--- config.mk ---
export PLATFORM = sky130hd
export DESIGN_NAME = switch_prio_stats
export DESIGN_NICKNAME = d
export VERILOG_FILES = /design/src/switch_prio_stats_pkg.sv /design/src/switch_prio_stats.sv
export VERILOG_INCLUDE_DIRS = /design/src
export SDC_FILE = /design/constraint.sdc
export NUM_CORES = 1
export LEC_CHECK = 0
export BUFFER_PORTS_ARGS = -buffer_cell sky130_fd_sc_hd__buf_2
export CAP_MARGIN = 20
export CORE_ASPECT_RATIO = 0.9
export CORE_MARGIN = 5
export CORE_UTILIZATION = 54
export DETAILED_ROUTE_END_ITERATION = 10
export PLACE_DENSITY = 0.8
export SLEW_MARGIN = 40
export SYNTH_ARGS = -nofsm -noshare
export SYNTH_HDL_FRONTEND = slang
export SYNTH_SLANG_ARGS = --single-unit
--- constraint.sdc ---
create_clock -name i_clk -period 2.3 [get_ports i_clk]
set_clock_uncertainty 0.2 [all_clocks]
set_input_delay 0.46 -clock i_clk [delete_from_list [all_inputs] [get_ports i_clk]]
set_output_delay 0.46 -clock i_clk [all_outputs]
set_load 0.02 [all_outputs]
--- src/switch_prio_stats_regs.svh ---
// register offsets, field positions, reset values and constants of the switch engine register bank
`ifndef SWITCH_PRIO_STATS_REGS_SVH
`define SWITCH_PRIO_STATS_REGS_SVH
// ==========================================
// register offsets (register index on the plain port)
`define PORT0_PRIORITY_REGEN_MAP 16'h1855
`define PORT1_PRIORITY_REGEN_MAP 16'h1856
`define PORT2_PRIORITY_REGEN_MAP 16'h1857
`define PORT0_LEARN_DROP_COUNT 16'h1858
`define PORT1_LEARN_DROP_COUNT 16'h1859
`define PORT2_LEARN_DROP_COUNT 16'h185a
`define SWITCH_IRQ_MASK 16'h1880
`define SWITCH_IRQ_PENDING 16'h1881
`define ENGINE_EVENT_STATUS 16'h1882
`define ENGINE_EVENT_ENABLE 16'h1883
// ==========================================
// field positions
`define MAP_FIELD_W 3
`define MAP_USED_W 24
`define MASK_BIT 0
`define PEND_A_VALID 1
`define PEND_A_PORT_LSB 2
`define PEND_A_REASON_LSB 4
`define PEND_B_VALID 8
`define PEND_B_PORT_LSB 9
`define PEND_B_REASON_LSB 11
`define EVT_DROP_BIT 0
`define EVT_LEARN_BIT 1
`define EVT_SAT_BIT 2
`define EVT_W 3
// ==========================================
// reset values
`define MAP_RESET 24'hfac688
`define COUNT_RESET 32'h00000000
`define COUNT_MAX 32'hffffffff
`define MASK_RESET 1'h1
`define EVT_ENABLE_RESET 3'h0
`endif

--- src/switch_prio_stats_pkg.sv ---
// types shared by the switch engine register bank
package switch_prio_stats_pkg;
   // ==========================================
   // types
   typedef logic [2:0] prio_t;
   typedef logic [1:0] port_id_t;
   typedef logic [3:0] drop_reason_t;
   // received priority tagged with a valid strobe
   typedef struct packed {
      logic valid;
      prio_t prio;
   } prio_req_t;
   // one captured drop of the forwarding engine
   typedef struct packed {
      logic valid;
      port_id_t port;
      drop_reason_t reason;
   } drop_evt_t;
   // one half of the double-buffered pending status
   typedef struct packed {
      drop_reason_t reason;
      port_id_t port;
      logic valid;
   } pend_set_t;
endpackage

--- src/switch_prio_stats.sv ---
// switch engine priority regeneration, learn discard counters and interrupt mask
//
// What this block does
// - each port maps received priority through its table
// - queue selection gets regenerated, not raw, priority
// - eight 3-bit fields, priority n at 3n+2:3n
// - after reset each field holds its index
// - map bits 31:24 reserved, read only
// - per-port 32-bit counter counts learn discards
// - counter reads return value, clear; reset zero
// - counter saturates at all ones, no wrap
// - mask bit set blocks interrupts; reset set
// - clearing mask lets pending interrupts signal
// - pending status captured whatever the mask
// - mask register bits 31:1 reserved, read only
// - pending status double buffered, all masked globally
`timescale 1ns/1ps
`include "switch_prio_stats_regs.svh"

module switch_prio_stats
   import switch_prio_stats_pkg::*;
#(
   parameter int PORTS = 3
) (
   // clock and reset
   input wire logic i_clk,
   input wire logic i_resetn,
   // register port
   input wire logic [15:0] i_addr,
   input wire logic [31:0] i_wdata,
   input wire logic i_wr,
   input wire logic i_rd,
   output logic [31:0] o_rdata,
   // received priorities and regenerated priorities for queue selection
   input wire prio_req_t [PORTS-1:0] i_rx_prio,
   output prio_req_t [PORTS-1:0] o_queue_prio,
   // events from the learning and forwarding engines
   input wire logic [PORTS-1:0] i_learn_discard,
   input wire drop_evt_t i_drop,
   // interrupt
   output logic o_irq
);

   // ==========================================
   // register state
   // tables and counters are arrays indexed by port, so the per-port logic is one loop
   logic [`MAP_USED_W-1:0] map_r [PORTS];
   logic [`MAP_USED_W-1:0] map_nxt [PORTS];
   logic [31:0] cnt_r [PORTS];
   logic [31:0] cnt_nxt [PORTS];
   prio_req_t [PORTS-1:0] queue_prio_r;
   prio_req_t [PORTS-1:0] queue_prio_nxt;
   logic mask_r;
   logic mask_nxt;
   pend_set_t pend_a_r;
   pend_set_t pend_a_nxt;
   pend_set_t pend_b_r;
   pend_set_t pend_b_nxt;
   logic [`EVT_W-1:0] evt_r;
   logic [`EVT_W-1:0] evt_nxt;
   logic [`EVT_W-1:0] evt_en_r;
   logic [`EVT_W-1:0] evt_en_nxt;
   logic [31:0] rdata_r;
   logic [31:0] rdata_nxt;
   logic irq_r;
   logic irq_nxt;
   logic [PORTS-1:0] sat_hit;

   // decode of the pending register read, which clears both sets
   logic pend_rd;
   assign pend_rd = i_rd && (i_addr == `SWITCH_IRQ_PENDING);

   // ==========================================
   // per-port table, lookup and counter
   genvar p;
   generate
      for (p = 0; p < PORTS; p++) begin : g_port
         localparam logic [15:0] MAP_ADDR = `PORT0_PRIORITY_REGEN_MAP + 16'(p);
         localparam logic [15:0] CNT_ADDR = `PORT0_LEARN_DROP_COUNT + 16'(p);

         // the upper byte has no storage, so it always reads zero and ignores writes
         // table write; upper byte not stored
         always_comb begin
            map_nxt[p] = map_r[p];
            if (i_wr && (i_addr == MAP_ADDR)) begin
               map_nxt[p] = i_wdata[`MAP_USED_W-1:0];
            end
         end

         // the lookup is registered, so queue selection never sees a half-written table
         // priority lookup for queue selection
         always_comb begin
            queue_prio_nxt[p].valid = i_rx_prio[p].valid;
            queue_prio_nxt[p].prio = map_r[p][`MAP_FIELD_W*i_rx_prio[p].prio +: `MAP_FIELD_W];
         end

         // a read and a discard in one cycle: the read returns the old count and
         // the discard opens the new one, so no event is lost across a clear
         // saturating clear-on-read counter
         always_comb begin
            cnt_nxt[p] = cnt_r[p];
            if (i_rd && (i_addr == CNT_ADDR)) begin
               cnt_nxt[p] = i_learn_discard[p] ? 32'h00000001 : `COUNT_RESET;
            end else if (i_learn_discard[p] && (cnt_r[p] != `COUNT_MAX)) begin
               cnt_nxt[p] = cnt_r[p] + 32'h00000001;
            end
         end
         assign sat_hit[p] = i_learn_discard[p] && (cnt_r[p] == `COUNT_MAX);

         // identity map and zero count at reset
         always_ff @(posedge i_clk or negedge i_resetn) begin
            if (!i_resetn) begin
               map_r[p] <= `MAP_RESET;
               cnt_r[p] <= `COUNT_RESET;
               queue_prio_r[p] <= '0;
            end else begin
               map_r[p] <= map_nxt[p];
               cnt_r[p] <= cnt_nxt[p];
               queue_prio_r[p] <= queue_prio_nxt[p];
            end
         end

      end
   endgenerate

   // ==========================================
   // mask, double-buffered pending status and event status
   always_comb begin
      mask_nxt = mask_r;
      evt_en_nxt = evt_en_r;
      pend_a_nxt = pend_a_r;
      pend_b_nxt = pend_b_r;
      evt_nxt = evt_r;
      // the mask gates only the line: status and pending capture run on regardless
      // only bit 0 of the mask is stored
      if (i_wr && (i_addr == `SWITCH_IRQ_MASK)) begin
         mask_nxt = i_wdata[`MASK_BIT];
      end
      if (i_wr && (i_addr == `ENGINE_EVENT_ENABLE)) begin
         evt_en_nxt = i_wdata[`EVT_W-1:0];
      end
      // write one to clear; a new event below wins
      if (i_wr && (i_addr == `ENGINE_EVENT_STATUS)) begin
         evt_nxt = evt_r & ~i_wdata[`EVT_W-1:0];
      end
      // the pending read clears first, so a drop in the same cycle lands in the fresh set A
      if (pend_rd) begin
         pend_a_nxt = '0;
         pend_b_nxt = '0;
      end
      // capture into the first free set, mask ignored
      if (i_drop.valid) begin
         if (!pend_a_nxt.valid) begin
            pend_a_nxt = '{reason: i_drop.reason, port: i_drop.port, valid: 1'b1};
         end else if (!pend_b_nxt.valid) begin
            pend_b_nxt = '{reason: i_drop.reason, port: i_drop.port, valid: 1'b1};
         end
         evt_nxt[`EVT_DROP_BIT] = 1'b1;
      end
      if (|i_learn_discard) begin
         evt_nxt[`EVT_LEARN_BIT] = 1'b1;
      end
      if (|sat_hit) begin
         evt_nxt[`EVT_SAT_BIT] = 1'b1;
      end
   end

   // the pending sets do not drive the line themselves; the drop status bit stands for
   // them, so a drop taken while masked still raises the line once the mask clears
   // global mask gates the one interrupt line
   always_comb begin
      irq_nxt = !mask_r && (|(evt_r & evt_en_r));
   end

   // register mask, status and interrupt
   always_ff @(posedge i_clk or negedge i_resetn) begin
      if (!i_resetn) begin
         mask_r <= `MASK_RESET;
         evt_en_r <= `EVT_ENABLE_RESET;
         pend_a_r <= '0;
         pend_b_r <= '0;
         evt_r <= '0;
         irq_r <= 1'b0;
      end else begin
         mask_r <= mask_nxt;
         evt_en_r <= evt_en_nxt;
         pend_a_r <= pend_a_nxt;
         pend_b_r <= pend_b_nxt;
         evt_r <= evt_nxt;
         irq_r <= irq_nxt;
      end
   end

   // ==========================================
   // read data, one cycle after the strobe
   always_comb begin
      rdata_nxt = 32'h00000000;
      if (i_rd) begin
         case (i_addr)
            `PORT0_PRIORITY_REGEN_MAP: rdata_nxt = {8'h00, map_r[0]};
            `PORT1_PRIORITY_REGEN_MAP: rdata_nxt = {8'h00, map_r[1]};
            `PORT2_PRIORITY_REGEN_MAP: rdata_nxt = {8'h00, map_r[2]};
            `PORT0_LEARN_DROP_COUNT: rdata_nxt = cnt_r[0];
            `PORT1_LEARN_DROP_COUNT: rdata_nxt = cnt_r[1];
            `PORT2_LEARN_DROP_COUNT: rdata_nxt = cnt_r[2];
            `SWITCH_IRQ_MASK: rdata_nxt = {31'h00000000, mask_r};
            // set B in bits 14:8, set A in bits 7:1, bit 0 reserved
            `SWITCH_IRQ_PENDING: rdata_nxt = {17'h00000, pend_b_r, pend_a_r, 1'b0};
            `ENGINE_EVENT_STATUS: rdata_nxt = {29'h00000000, evt_r};
            `ENGINE_EVENT_ENABLE: rdata_nxt = {29'h00000000, evt_en_r};
            default: rdata_nxt = 32'h00000000;
         endcase
      end
   end

   // register read data
   always_ff @(posedge i_clk or negedge i_resetn) begin
      if (!i_resetn) begin
         rdata_r <= 32'h00000000;
      end else begin
         rdata_r <= rdata_nxt;
      end
   end

   assign o_rdata = rdata_r;
   assign o_queue_prio = queue_prio_r;
   assign o_irq = irq_r;
endmodule // switch_prio_stats

==> results.cfg <==
[logic_synthesis]
synth_edf_count = 0
yosysTopAreaCell = dfrtp_1
dominantRegCellSynth = dfrtp_1
synth_most_common_cell = dfrtp_1
synth_top_area_frac = 0.4150
synthTopCellsByArea = dfrtp_1 42%, dfstp_2 8.2%, mux2_2 6.4%, mux4_2 3.4%, a222oi_1 3.4%
avgSynthCellArea_um2 = 10.98
syn-cell-area_um2 = 11880
synth_seq_area_share = 0.4969
yosysWarnings = 0
synthCells = 1082
synth_seq_cells = 234
yosysUniqueCellTypes = 71
synth_nets = 1159
async_flop_share = 1.000
synth_commonest_cells = 197 x dfrtp_1, 74 x nand2_1, 67 x mux2_2, 65 x a21oi_1, 48 x o21ai_0

[die]
die_w_um = 166.3
core_area_um2 = 21630
floorplan.initialDensity = 0.5491
io_pins = 119
num_rows = 51
die-height_um = 150.7
dieArea_um2 = 25070

[power_and_ir_drop]
ir_drop_v = 0.0007419
comb_power_share = 0.109
netSwitchingFraction = 0.2532
pwr-share-seq = 0.441
switchingPower_mw = 2.617
p_per_area_nw_per_um2 = 681.1
power_frac_clock = 0.451
p_leak_nw = 6.748
p_int_mw = 7.717
total_power_mw = 10.33

[sta]
fin_crit_sh = 0.9856
slew_viol_final = 0
min_period_ns = 2.267
setup_viol = 0
relSlewSlack = 0.6285
tightest_slew_ns = 0.5572
fin_setup_tns_ns = 0
clock.fmax_mhz = 441.1
hold_violations = 0

[setup_path]
reg2reg_to = cnt_r[85]
worstSetupPathType = flip-flop to flip-flop
critPathLaunch = cnt_r[76]
worstPathMaxFanout = 6
start_kind = flip-flop
crit_arrival_ns = 2.48
endpoint = cnt_r[85]
required_ns = 2.51
crit_family = simple AND/OR/NAND/NOR gates
slowest_delay_ns = 0.58
reg2reg_from = cnt_r[76]
cp_num_buf_inv = 0
end_kind = flip-flop
r2r_cells = 5
reg2reg_slack_ns = 0.03
cp.depth = 5
cp_cell_sequence = nand4_1 > or4_1 > a2111oi_1 > xnor2_1 > nor2_1
critPathSlowestCell = or4_1

[global_routing]
grt_pass1_wl_mm = 60.56
grt_overflow = 0
grt_max_degree = 54
grt_usage = 0.3078
grt_pass1_vias = 10790
antenna_found_initial = 0

[flow_run]
drv_cap = 0

[placement]
place.gp.congestion = 0.9633
placed_cells = 1568
hpwl_mm = 28.82
numPortBuffers = 110

[route]
drt_drc_violations_left = 0
via_per_inst = 6.577
ant_nets = 0
vias = 10730
drtPass1Iterations = 8
wl_mm = 39.21
dr.first_iter.drc_count = 1329
wl_per_cell_um = 24.03

[clocking]
path_clk_slew_ns = 0.06
numCtsBuffers = 25
cts_max_level = 1
clockRootBuffer = clkbuf_16
clock-sinks = 234
clock_path_buffers = 3
cts_tree = built
postCtsSetupBuffers = 0
insertion_delay_ns = 0.54

[final_layout]
areaGrowthSynthToFinish_pct = 27.75
layout.nets = 1399
final_cells = 1632
antenna_cells = 0
layout-drive-gt1-share = 0.3639

[hold_path]
hold_class = input port to flip-flop

[run_status]
status = finished clean
repair_timing:
action | CTS | global route
pin swaps | 0 | 2
setup endpoints to repair | 2 | 46
hold buffers | 18 | 0
endpoints found under the hold margin | 73 | 0
gates resized for setup | 2 | 19
cell type report:
cell class	instances	area, µm²
clock buffer	30	694.4
clock inverter	16	261.5
fill	1519	6459
inverter	22	82.58
multi-input combinational	761	5836
sequential	234	5906
tap	291	364.1
timing repair buffer	278	2029
layout by cell type (no fill, tap or decap), types with 10 or more instances in the layout:
cell / instances
or4_1: 16
buf_12: 13
or3_1: 42
dfrtp_1: 194
o21ai_0: 48
and4_1: 11
nor4_1: 10
a222oi_1: 40
nor3_1: 15
mux2_4: 27
a22oi_1: 13
nor2_1: 47
nand3_1: 42
a21oi_1: 65
dfstp_2: 37
mux2i_1: 12
xnor2_1: 17
mux2_2: 57
nand2_1: 73
buf_2: 109
a22o_1: 17
inv_1: 22
clkbuf_16: 25
and3_1: 13
dlygate4sd3_1: 18
a31oi_1: 24
mux4_2: 18
nand4_1: 31
and2_1: 10
buf_4: 137
power groups by stage:
stage	Combinational, mW	Clock, mW	Sequential [mW]
2_1_floorplan	0.428	0	4.57
3_3_place_gp	1.02	0	4.59
3_5_place_dp	1.06	0	4.60
4_1_cts	1.09	4.69	4.54
5_1_grt	1.22	4.87	4.57
6_report	1.12	4.66	4.55
cells by family (layout without fill, tap and decap cells):
| kind of cell | Yosys count | count (layout) | share of synthesized area |
|---|---|---|---|
| and+or+nand+nor | 350 | 350 | 0.1668 |
| AOI/OAI and AO/OA | 265 | 265 | 0.1560 |
| DFF | 234 | 234 | 0.4969 |
| muxes | 117 | 117 | 0.1267 |
| buffers and inverters | 87 | 346 | 0.03129 |
| xor gates and xnor gates | 26 | 26 | 0.01917 |
| adders and majority gates | 3 | 3 | 0.003161 |
worst reg2reg max path, cell delays in order (launching register included):
cell and delay (ns):
dfrtp_1 0.50, nand4_1 0.12, or4_1 0.58, a2111oi_1 0.52, xnor2_1 0.18, nor2_1 0.05
worst min-delay path by stage:
stage	startpoint	endpoint	slack, ns	cells past startpoint
after floorplan	i_resetn	cnt_r[0]	-0.04	0
after global placement	i_resetn	o_queue_prio[7]	0.20	1
after detailed placement	i_resetn	o_queue_prio[7]	0.21	1
after CTS	i_wdata[16]	map_r[64]	0.002	2
after global routing	i_wdata[16]	map_r[40]	0.01	2
final	i_wdata[13]	map_r[37]	0.009	2
metal layers:
metal	up-vias	global-route usage	wire length [µm]	part of all wire
met1	5376	0.4044	15390	0.39
met5	-	0	0	0
met2	569	0.4947	18180	0.46
li1	4680	-	-	-
met3	109	0.08926	4076	0.10
met4	0	0.1084	1569	0.040
registers in the layout (all words and copies together) (netlist names):
name / cells
o_rdata: 32
cnt_r: 96
pend_b_r: 7
pend_a_r: 7
map_r: 72
o_queue_prio: 12
o_irq: 1
evt_en_r: 3
mask_r: 1
evt_r: 3
stage by stage:
stage,setup slack (ns),util,hold WS [ns],instance area (µm²)
2_1_floorplan,-0.2554,-,-0.03559,12090
3_3_place_gp,-0.3716,0.6451,0.1998,13950
3_5_place_dp,-0.3710,0.6451,0.2067,13950
4_1_cts,0.01850,0.6978,0.001544,15100
5_1_grt,-0.03303,0.7014,0.01347,15170
6_report,0.03318,0.7014,0.009084,15170
No activity file was read; power rests on OpenSTA's default activity.
